$ cat src/common/dosst_pkg.sv
// Summary of operation
// - Sample four active-low ID inputs over a 250 ms window after reset; low means one.
// - Neither spin strap active: start the spindle as soon as power-up completes.
// - Only start-by-command active: hold spindle stopped until a Start Unit command.
// - Only delayed-spin active: wait ID times 12 seconds, ID zero starts at once.
// - Both spin straps active: command start wins, the ID delay is ignored.
// - Parity-off strap active: no parity checking and no parity error reports.
// - Parity-off strap inactive: check received parity and report the outcome.
// - Force-single-ended strap active: use single-ended drivers and receivers always.
// - Force strap inactive: bus mode follows the differential-sense line.
// - Straps take effect only as captured at power-up; changes need a power cycle.
package dosst_pkg;
    localparam int unsigned CLK_HZ = 125000000;
    localparam int unsigned ID_WINDOW_MS = 250;
    localparam int unsigned SPIN_STEP_S = 12;
    localparam int unsigned MS_TICKS = CLK_HZ / 1000;
    localparam int unsigned ID_WIDTH = 4;
    localparam logic [3:0] ID_RESET = 4'h0;

    typedef enum logic [4:0] {
        DOSST_SAMPLE = 5'h01,
        DOSST_DECIDE = 5'h02,
        DOSST_DELAY = 5'h04,
        DOSST_WAIT_CMD = 5'h08,
        DOSST_RUN = 5'h10
    } dosst_state_e;
endpackage

$ cat src/common/dosst_tick_if.sv
`timescale 1ns/1ps
interface dosst_tick_if;
    logic clear;
    logic tick;
    modport master (output clear, input tick);
    modport divider (input clear, output tick);
endinterface

$ cat src/dosst_divider.sv
`timescale 1ns/1ps
module dosst_divider #(
    parameter int unsigned DIV = 125000
) (
    input wire logic sys_clk_in,
    input wire logic reset_n_in,
    dosst_tick_if.divider tk
);
    localparam int unsigned CW = $clog2(DIV + 1);
    if (DIV < 2) begin : g_bad_div
        $error("divider ratio too small");
    end
    logic [CW-1:0] cnt_q;
    logic [CW-1:0] cnt_d;
    logic tick_q;
    logic tick_d;

    always_comb begin
        tick_d = 1'b0;
        cnt_d = cnt_q + 1'b1;
        if (tk.clear) begin
            cnt_d = '0;
        end else if (cnt_q == CW'(DIV - 1)) begin
            cnt_d = '0;
            tick_d = 1'b1;
        end
    end

    always_ff @(posedge sys_clk_in or negedge reset_n_in) begin
        if (!reset_n_in) begin
            cnt_q <= '0;
            tick_q <= 1'b0;
        end else begin
            cnt_q <= cnt_d;
            tick_q <= tick_d;
        end
    end
    assign tk.tick = tick_q;
endmodule // dosst_divider

$ cat src/dosst_startup.sv
`timescale 1ns/1ps
module dosst_startup #(
    parameter int unsigned MS_DIV = dosst_pkg::MS_TICKS,
    parameter int unsigned WINDOW_MS = dosst_pkg::ID_WINDOW_MS,
    parameter int unsigned STEP_MS = dosst_pkg::SPIN_STEP_S * 1000
) (
    input wire logic sys_clk_in,
    input wire logic reset_n_in,
    input wire logic [dosst_pkg::ID_WIDTH-1:0] drive_id_n_in,
    input wire logic delayed_spin_strap_in,
    input wire logic start_by_command_strap_in,
    input wire logic parity_check_off_strap_in,
    input wire logic force_single_ended_strap_in,
    input wire logic diffsens_lvd_in,
    input wire logic start_unit_cmd_in,
    output logic [dosst_pkg::ID_WIDTH-1:0] bus_id_out,
    output logic id_valid_out,
    output logic spindle_start_out,
    output logic parity_check_en_out,
    output logic single_ended_out
);
    import dosst_pkg::*;

    // ********************************
    // Parameter checks
    // ********************************
    // Width of the millisecond counter; longer windows or steps need a wider one
    localparam int MW = 24;
    if (WINDOW_MS < 1 || WINDOW_MS >= (1 << MW)) begin : g_bad_window
        $error("window length out of range");
    end
    if (STEP_MS < 1 || STEP_MS >= (1 << MW)) begin : g_bad_step
        $error("step length out of range");
    end
    if (MS_DIV < 2) begin : g_bad_div
        $error("tick divider too small");
    end
    if (ID_WIDTH != 4) begin : g_bad_id
        $error("sequencer is built for a four-bit id");
    end

    // ********************************
    // Input synchronisers
    // ********************************
    // Straps are active-high here: the pad logic presents an installed jumper as 1
    // Reset values are the idle pin levels, so no false command or strap follows reset
    logic [9:0] s1_q;
    logic [9:0] s2_q;
    always_ff @(posedge sys_clk_in or negedge reset_n_in) begin
        if (!reset_n_in) begin
            s1_q <= 10'h20F;
            s2_q <= 10'h20F;
        end else begin
            s1_q <= {diffsens_lvd_in, start_unit_cmd_in, force_single_ended_strap_in, parity_check_off_strap_in,
                     start_by_command_strap_in, delayed_spin_strap_in, drive_id_n_in};
            s2_q <= s1_q;
        end
    end
    logic [3:0] id_n_s;
    logic dly_spin_s;
    logic cmd_mode_s;
    logic par_off_s;
    logic force_sgl_s;
    logic cmd_s;
    logic lvd_s;
    assign id_n_s = s2_q[3:0];
    assign dly_spin_s = s2_q[4];
    assign cmd_mode_s = s2_q[5];
    assign par_off_s = s2_q[6];
    assign force_sgl_s = s2_q[7];
    assign cmd_s = s2_q[8];
    assign lvd_s = s2_q[9];

    // ********************************
    // Millisecond tick
    // ********************************
    dosst_tick_if tk ();
    dosst_divider #(.DIV(MS_DIV)) u_div (
        .sys_clk_in(sys_clk_in),
        .reset_n_in(reset_n_in),
        .tk(tk)
    );

    // ********************************
    // Startup sequencer
    // ********************************
    dosst_state_e st_q, st_d;
    logic [MW-1:0] ms_q, ms_d;
    logic [3:0] step_q, step_d;
    logic [3:0] id_q, id_d;
    logic dly_spin_q;
    logic dly_spin_d;
    logic cmd_mode_q;
    logic cmd_mode_d;
    logic par_off_q;
    logic par_off_d;
    logic force_sgl_q;
    logic force_sgl_d;
    logic idv_q, idv_d, spin_q, spin_d;

    always_comb begin
        st_d = st_q;
        ms_d = ms_q;
        step_d = step_q;
        id_d = id_q;
        dly_spin_d = dly_spin_q;
        cmd_mode_d = cmd_mode_q;
        par_off_d = par_off_q;
        force_sgl_d = force_sgl_q;
        idv_d = idv_q;
        spin_d = spin_q;
        tk.clear = 1'b0;
        case (st_q)
            DOSST_SAMPLE: begin
                // Keep following the pins for the whole window; the last value stands
                id_d = ~id_n_s;
                dly_spin_d = dly_spin_s;
                cmd_mode_d = cmd_mode_s;
                par_off_d = par_off_s;
                force_sgl_d = force_sgl_s;
                if (tk.tick) begin
                    ms_d = ms_q + 1'b1;
                    if (ms_q == MW'(WINDOW_MS - 1)) begin
                        st_d = DOSST_DECIDE;
                        idv_d = 1'b1;
                    end
                end
            end
            DOSST_DECIDE: begin
                // Command start is tested first so that it overrides the ID delay
                if (cmd_mode_q) begin
                    st_d = DOSST_WAIT_CMD;
                end else if (dly_spin_q && id_q != 4'h0) begin
                    st_d = DOSST_DELAY;
                    ms_d = '0;
                    step_d = id_q;
                    tk.clear = 1'b1;
                end else begin
                    st_d = DOSST_RUN;
                    spin_d = 1'b1;
                end
            end
            DOSST_DELAY: begin
                // Delay counts from window end; the 250 ms window is small beside a 12 s step
                if (tk.tick) begin
                    if (ms_q == MW'(STEP_MS - 1)) begin
                        ms_d = '0;
                        step_d = step_q - 1'b1;
                        if (step_q == 4'h1) begin
                            st_d = DOSST_RUN;
                            spin_d = 1'b1;
                        end
                    end else begin
                        ms_d = ms_q + 1'b1;
                    end
                end
            end
            DOSST_WAIT_CMD: begin
                // Start Unit is honoured only here; every other state ignores it
                if (cmd_s) begin
                    st_d = DOSST_RUN;
                    spin_d = 1'b1;
                end
            end
            DOSST_RUN: begin
                spin_d = 1'b1;
            end
            default: begin
                st_d = DOSST_SAMPLE;
            end
        endcase
    end

    always_ff @(posedge sys_clk_in or negedge reset_n_in) begin
        if (!reset_n_in) begin
            st_q <= DOSST_SAMPLE;
            ms_q <= '0;
            step_q <= 4'h0;
            id_q <= ID_RESET;
            dly_spin_q <= 1'b0;
            cmd_mode_q <= 1'b0;
            par_off_q <= 1'b0;
            force_sgl_q <= 1'b0;
            idv_q <= 1'b0;
            spin_q <= 1'b0;
        end else begin
            st_q <= st_d;
            ms_q <= ms_d;
            step_q <= step_d;
            id_q <= id_d;
            dly_spin_q <= dly_spin_d;
            cmd_mode_q <= cmd_mode_d;
            par_off_q <= par_off_d;
            force_sgl_q <= force_sgl_d;
            idv_q <= idv_d;
            spin_q <= spin_d;
        end
    end

    // ********************************
    // Bus mode and parity outputs
    // ********************************
    logic par_q;
    logic par_d;
    logic sem_q;
    logic sem_d;
    always_comb begin
        par_d = ~par_off_q;
        sem_d = force_sgl_q | ~lvd_s;
    end
    always_ff @(posedge sys_clk_in or negedge reset_n_in) begin
        if (!reset_n_in) begin
            par_q <= 1'b1;
            sem_q <= 1'b1;
        end else begin
            par_q <= par_d;
            sem_q <= sem_d;
        end
    end

    assign bus_id_out = id_q;
    assign id_valid_out = idv_q;
    assign spindle_start_out = spin_q;
    assign parity_check_en_out = par_q;
    assign single_ended_out = sem_q;
endmodule // dosst_startup

$ cat config.mk
export PLATFORM = sky130hd
export DESIGN_NAME = dosst_startup
export DESIGN_NICKNAME = d
export VERILOG_FILES = /design/src/common/dosst_pkg.sv /design/src/common/dosst_tick_if.sv /design/src/dosst_divider.sv /design/src/dosst_startup.sv
export SDC_FILE = /design/constraint.sdc
export NUM_CORES = 1
export LEC_CHECK = 0
export ABC_AREA = 1
export BUFFER_PORTS_ARGS = -buffer_cell sky130_fd_sc_hd__buf_2
export CORE_MARGIN = 1
export CORE_UTILIZATION = 41
export DETAILED_ROUTE_END_ITERATION = 8
export SLEW_MARGIN = 15
export SYNTH_ARGS = -nofsm -noshare
export SYNTH_HDL_FRONTEND = slang
export SYNTH_SLANG_ARGS = --single-unit
$ cat constraint.sdc
create_clock -name sys_clk_in -period 3 [get_ports sys_clk_in]
set_input_delay 0.15 -clock sys_clk_in [delete_from_list [all_inputs] [get_ports sys_clk_in]]
set_output_delay 0.15 -clock sys_clk_in [all_outputs]
set_load 0.02 [all_outputs]
### Word level (Yosys, flattened, before mapping)

Index checks and enable logic that the tools add are counted.

| word-level totals | value |
|---|---|
| flip-flop bits (word level) | 83 |
| latch bits | 0 |
| memory bits (writable) | 0 |
| bits in read-only memories | 0 |
| input bits | 12 |
| output and inout bits | 8 |
| word-level logic and storage cells | 86 |
| memories kept | 0 |

| operators by class | value |
|---|---|
| $add $sub $neg | 3 |
| multiply operators | 0 |
| divide/modulo/power cells | 0 |
| magnitude comparators | 0 |
| eq/ne operators | 18 |
| shift-type cells | 0 |
| mux-type cells | 34 |
| bitwise logic cells | 5 |
| reduce and logical (&&, ||, !) cells | 10 |

Operators by type and width:

| kind | number |
|---|---|
| $mux W24 | 5 |
| $pmux W24 S3 | 1 |
| $mux W5 | 8 |
| $mux W17 | 2 |
| $pmux W5 S5 | 1 |
| $add A24 B1 Y24 const B | 1 |
| $eq A24 B14 Y1 const B | 1 |
| $eq A24 B8 Y1 const B | 1 |
| $add A17 B1 Y17 const B | 1 |
| $eq A17 B17 Y1 const B | 1 |
| $mux W4 | 4 |
| $ne A2 B2 Y1 const B | 7 |
| $reduce_and A7 Y1 | 2 |
| $mux W1 | 11 |
| $reduce_and A5 Y1 | 2 |
| $pmux W4 S2 | 1 |
| $reduce_bool A4 Y1 | 2 |
| $eq A5 B1 Y1 const B | 1 |
| $eq A5 B2 Y1 const B | 1 |
| $eq A5 B3 Y1 const B | 1 |
| $eq A5 B4 Y1 const B | 1 |
| $eq A5 B5 Y1 const B | 1 |
| $eq A4 B1 Y1 const B | 1 |
| $ne A2 B1 Y1 const B | 2 |
| 9 further kinds | 11 |

### Depth between registers and ports, before layout

| logic depth | value |
|---|---|
| depth after elaboration | 6 |
| gate-level depth with buffers | 11 |
| mapped depth without buffers | 10 |

### Cells and area by module

A second synthesis with hierarchy kept.

| second synthesis, totals | value |
|---|---|
| cells, all modules | 596 |
| area, all modules | 4473.0 um^2 |

By module, submodules not included:

| module | times used | cells an instance | area an instance (um^2) | sequential area each (um^2) |
|---|---|---|---|---|
| dosst_startup | 1 | 461 | 3477.1 | 1642.8 |
| dosst_divider | 1 | 135 | 996.0 | 450.4 |

### Least setup slack after synthesis

Ideal clock, no wire load.

| timing path | value |
|---|---|
| path type | reg-to-reg |
| from | reg ms_q[0] |
| to | reg st_q[2] |
| setup time | 119 ps |
| arrival | 1546 ps |
| required time | 2881 ps |
| path slack | 1335 ps |
| cell stages (with the launch flop) | 9 |
| buffers on the path | 0 |
| period minus slack after synthesis | 1665 ps |
| path through | dfrtp_1 ha_1 nand3_2 nor3_2 nand3_2 nand2_2 nand3_1 nand2_1 nand2_1 |

| between the ends | value |
|---|---|
| cells in the longest elaborated chain, start to end | 3 |
| elaborated cells between the ends (all ways) | 5 |
| classes of those cells | 4 x eq/ne; 1 x reduce/logical |

Ends and longest elaborated chain:

| item | RTL line | RTL |
|---|---|---|
| from (decl) | dosst_startup.sv:88 | `logic [MW-1:0] ms_q, ms_d;` |
| from (signal assigned) | dosst_startup.sv:188 | `ms_q <= ms_d;` |
| $eq A24 B14 Y1 or $eq A24 B8 Y1 (tied branches) | dosst_startup.sv:146, dosst_startup.sv:123 |  |
| $ne A2 B2 Y1 (no source line) | -- |  |
| $reduce_and A7 Y1 (no source line) * | -- |  |
| to (signal assigned) | dosst_startup.sv:187 | `st_q <= st_d;` |
| to (decl) | dosst_startup.sv:87 | `dosst_state_e st_q, st_d;` |

Every way passes the cells marked *; elsewhere a longest branch is shown, timed or not.
A chain may end at the register's enable or synchronous reset.

### Worst setup path in the final report

| timing path | value |
|---|---|
| from | reg st_q[0] |
| to | reg ms_q[2] |

| between the ends | value |
|---|---|
| cells in the longest elaborated chain, start to end | 3 |
| elaborated cells between the ends (all ways) | 10 |
| classes of those cells | 7 x eq/ne; 1 x mux; 2 x reduce/logical |

Ends and longest elaborated chain:

| item | RTL line | RTL |
|---|---|---|
| $eq A5 B2 Y1, or another cell as far along | dosst_startup.sv:113 | `case (st_q)` |
| $ne A2 B2 Y1 (no source line), or another cell as far along | -- |  |
| $reduce_and A5 Y1 (no source line) | -- |  |

Several ways; a longest one is shown, not always the timed one.

==> flow_summary.toml <==
[setup_path]
rr_endpoint = "ms_q[2]$_DFFE_PN0P_"
reg2reg_setup_slack_ns = 0.74
crit_required_ns = 3.25
endpoint_kind = "flop"
crit_fanout = 30
cp-endpoint = "ms_q[2]$_DFFE_PN0P_"
path_class = "flop to flop"
crit_start = "st_q[0]$_DFFE_PN1P_"
ff2ff_path_depth = 9
r2r_start = "st_q[0]$_DFFE_PN1P_"
worstSetupStartpointType = "flop"
arrival_ns = 2.51

[logic_synthesis]
synth.avg_cell_area_um2 = 7.59
netlist_area_um2 = 4450
syn_nets = 603
synth_warnings = 0
syn-instance-count = 586
synth.yosys.seq_area_share_pct = 47.1
synth_cell_types = 34
synth-seq-cells = 83

[sta]
post-route-min-period_ns = 2.26
maxSlewViolCount = 0
skew_ns = 0.00863
slew-limit-headroom_pct = 33.2
setup_violations = 0
finalHoldViolCount = 0
finalCritPeriodShare_pct = 75.3
tightest_slew_ns = 1.00
rsz0062_at_grt = "no"
clock.fmax_mhz = 443
fin_setup_tns_ns = 0

[detailed_routing]
vias_per_cell = 4.92
wl_met1_um = 4510
dr_wl_met2_um = 4270
drt_iter0_drc = 193
wl_met3_um = 226
drc = 0
ant_nets = 0
dr.pass1.iters = 5
vias = 3729
top_layer_used = "met4"
wl_per_cell_um = 12.1
wl_um = 9160

[worst_hold_path]
hold_path_class = "flop to flop"

[clocking]
numCtsBuffers = 9
postCtsHoldBufs = 11
post-cts-setup-buffers = 0
worstSkewPairLatency_ns = 0.37
clk_path_buf_depth = 2
cts.clk_slew.worst_paths_ns = 0.10
cts_resized = 0
cts.htree.levels = 3
cts_tree = "yes"
clock_sinks = 83
root_buffer = "clkbuf_8"

[layout]
area_growth_pct = 11.3
drive_above_1_share_pct = 13.3
final_common_cell = "nand2_1"
final_cell_mix = "nand2_1, nor2_1, dfrtp_1, inv_1, nand3_1"
fin_area_um2 = 4950
nets = 634
diodes = 0
fin_util_pct = 47.5

[place]
place_congestion = 0.886
port_buffers = 19
dp_hpwl_um = 6390
placed_area_um2 = 4640

[power_and_ir_drop]
p_leak_nw = 2.32
finalPower_mw = 2.02
max-vdd-ir-drop_mv = 0.270
power_density_nw_per_um2 = 408

[grt]
antenna_found_initial = 0
grt_pass1_vias = 3630
overflow = 0
grt_first_pass_wirelength_um = 16300
grt_use_total_pct = 18.1
grt_max_degree = 84

[outcome]
status = "completed"

[die]
fp.dieH_um = 106
start_util_pct = 42.7
core.rowCount = 37
fp.coreArea_um2 = 10400
die_w_um = 106
top_level_ports = 20
die_area_um2 = 11300

[job]
cap_violations = 0
## metal layers
metal,track usage [%],vias to the layer above
met3,2.88,14
met2,29.0,50
met1,23.8,1747
met4,9.33,0
li1,-,1918
met5,0,-
## layout make-up
class                      count  area, µm²
clock buffer                   9        124
clock inverter                 7       76.3
fill                        1048       5470
inverter                      61        229
multi-input combinational    432       2050
sequential                    83       2090
tap                          136        170
timing repair buffer          30        208
## cell usage after synthesis
master | number | share of area, %
inv_2 | 7 | 0.59
o211ai_1 | 7 | 1.2
xor2_1 | 10 | 2.0
inv_1 | 54 | 4.6
buf_4 | 4 | 0.68
nand2_2 | 4 | 0.56
nor3b_1 | 4 | 0.68
o31ai_1 | 1 | 0.17
a21oi_1 | 5 | 0.56
o21ai_2 | 6 | 1.2
o21ai_1 | 2 | 0.23
nand3_2 | 6 | 1.4
o21bai_1 | 1 | 0.17
o21a_1 | 1 | 0.17
clkbuf_1 | 1 | 0.084
a31oi_1 | 1 | 0.14
dfstp_2 | 13 | 7.7
nand3b_1 | 3 | 0.51
ha_1 | 5 | 1.4
nor2_1 | 74 | 6.2
nor2_2 | 9 | 1.3
and2_1 | 1 | 0.14
nor3_1 | 7 | 0.79
buf_6 | 3 | 0.76
xnor2_1 | 1 | 0.20
nor3_2 | 1 | 0.23
o21ai_0 | 21 | 2.4
dfrtp_1 | 70 | 39
nor2_4 | 1 | 0.25
nand2_1 | 205 | 17
nand4_1 | 13 | 1.8
buf_2 | 2 | 0.23
nor2_8 | 1 | 0.45
nand3_1 | 42 | 4.7
## cell families after synthesis
kind of cell | synth area share [%]
buffers and inverters | 6.89
flip-flops | 47.1
AND/OR/NAND/NOR | 36.3
AO/OA/AOI/OAI | 6.16
adder cells (fa/ha/maj) | 1.41
XOR/XNOR | 2.17
## through the flow
step           instances  worst slack (ns)  hold slack, ns
6_report             758             0.740           0.356
5_1_grt              758             0.544           0.363
4_1_cts              758             0.718           0.359
3_5_place_dp         731             0.734           0.256
3_3_place_gp         731             0.828           0.256
2_1_floorplan        586              1.34          -0.146
## how the worst min path moves through the flow
stage          slack (ns)  cells after the start                   endpoint         startpoint
3_5_place_dp         0.26                      1          s1_q[0]$_DFF_PN1_   drive_id_n_in[0]
2_1_floorplan       -0.15                      0  bus_id_out[0]$_DFFE_PN0N_         reset_n_in
3_3_place_gp         0.26                      1          s1_q[0]$_DFF_PN1_   drive_id_n_in[0]
5_1_grt              0.36                      0          s2_q[2]$_DFF_PN1_  s1_q[2]$_DFF_PN1_
4_1_cts              0.36                      0          s2_q[5]$_DFF_PN0_  s1_q[5]$_DFF_PN0_
6_report             0.36                      0          s2_q[5]$_DFF_PN0_  s1_q[5]$_DFF_PN0_
## state kept, by name, indices dropped and copies added, names as in the netlist
signal and flops:
id_valid_out 1, u_div.tk.tick 1, st_q 5, ms_q 24, s1_q 10, spindle_start_out 1
single_ended_out 1, cmd_mode_q 1, bus_id_out 4, step_q 4, par_off_q 1, force_sgl_q 1
parity_check_en_out 1, u_div.cnt_q 17, dly_spin_q 1, s2_q 10
## critical path, cell delays in order, from the launching register on
cell     delay (ns)
dfstp_2        0.58
inv_2          0.05
nor2_2         0.09
nand3_1        0.32
nand3_2        0.21
nand2_2        0.10
nor2_8         0.26
inv_2          0.31
nand2_1        0.16
o21ai_2        0.06
## where the power goes
group	internal, mW	switching [mW]
Combinational	0.0217	0.0355
Clock	0.332	0.479
Sequential	1.14	0.00793
Total	1.50	0.522
Note: power is estimated with default switching activity, not from simulation.
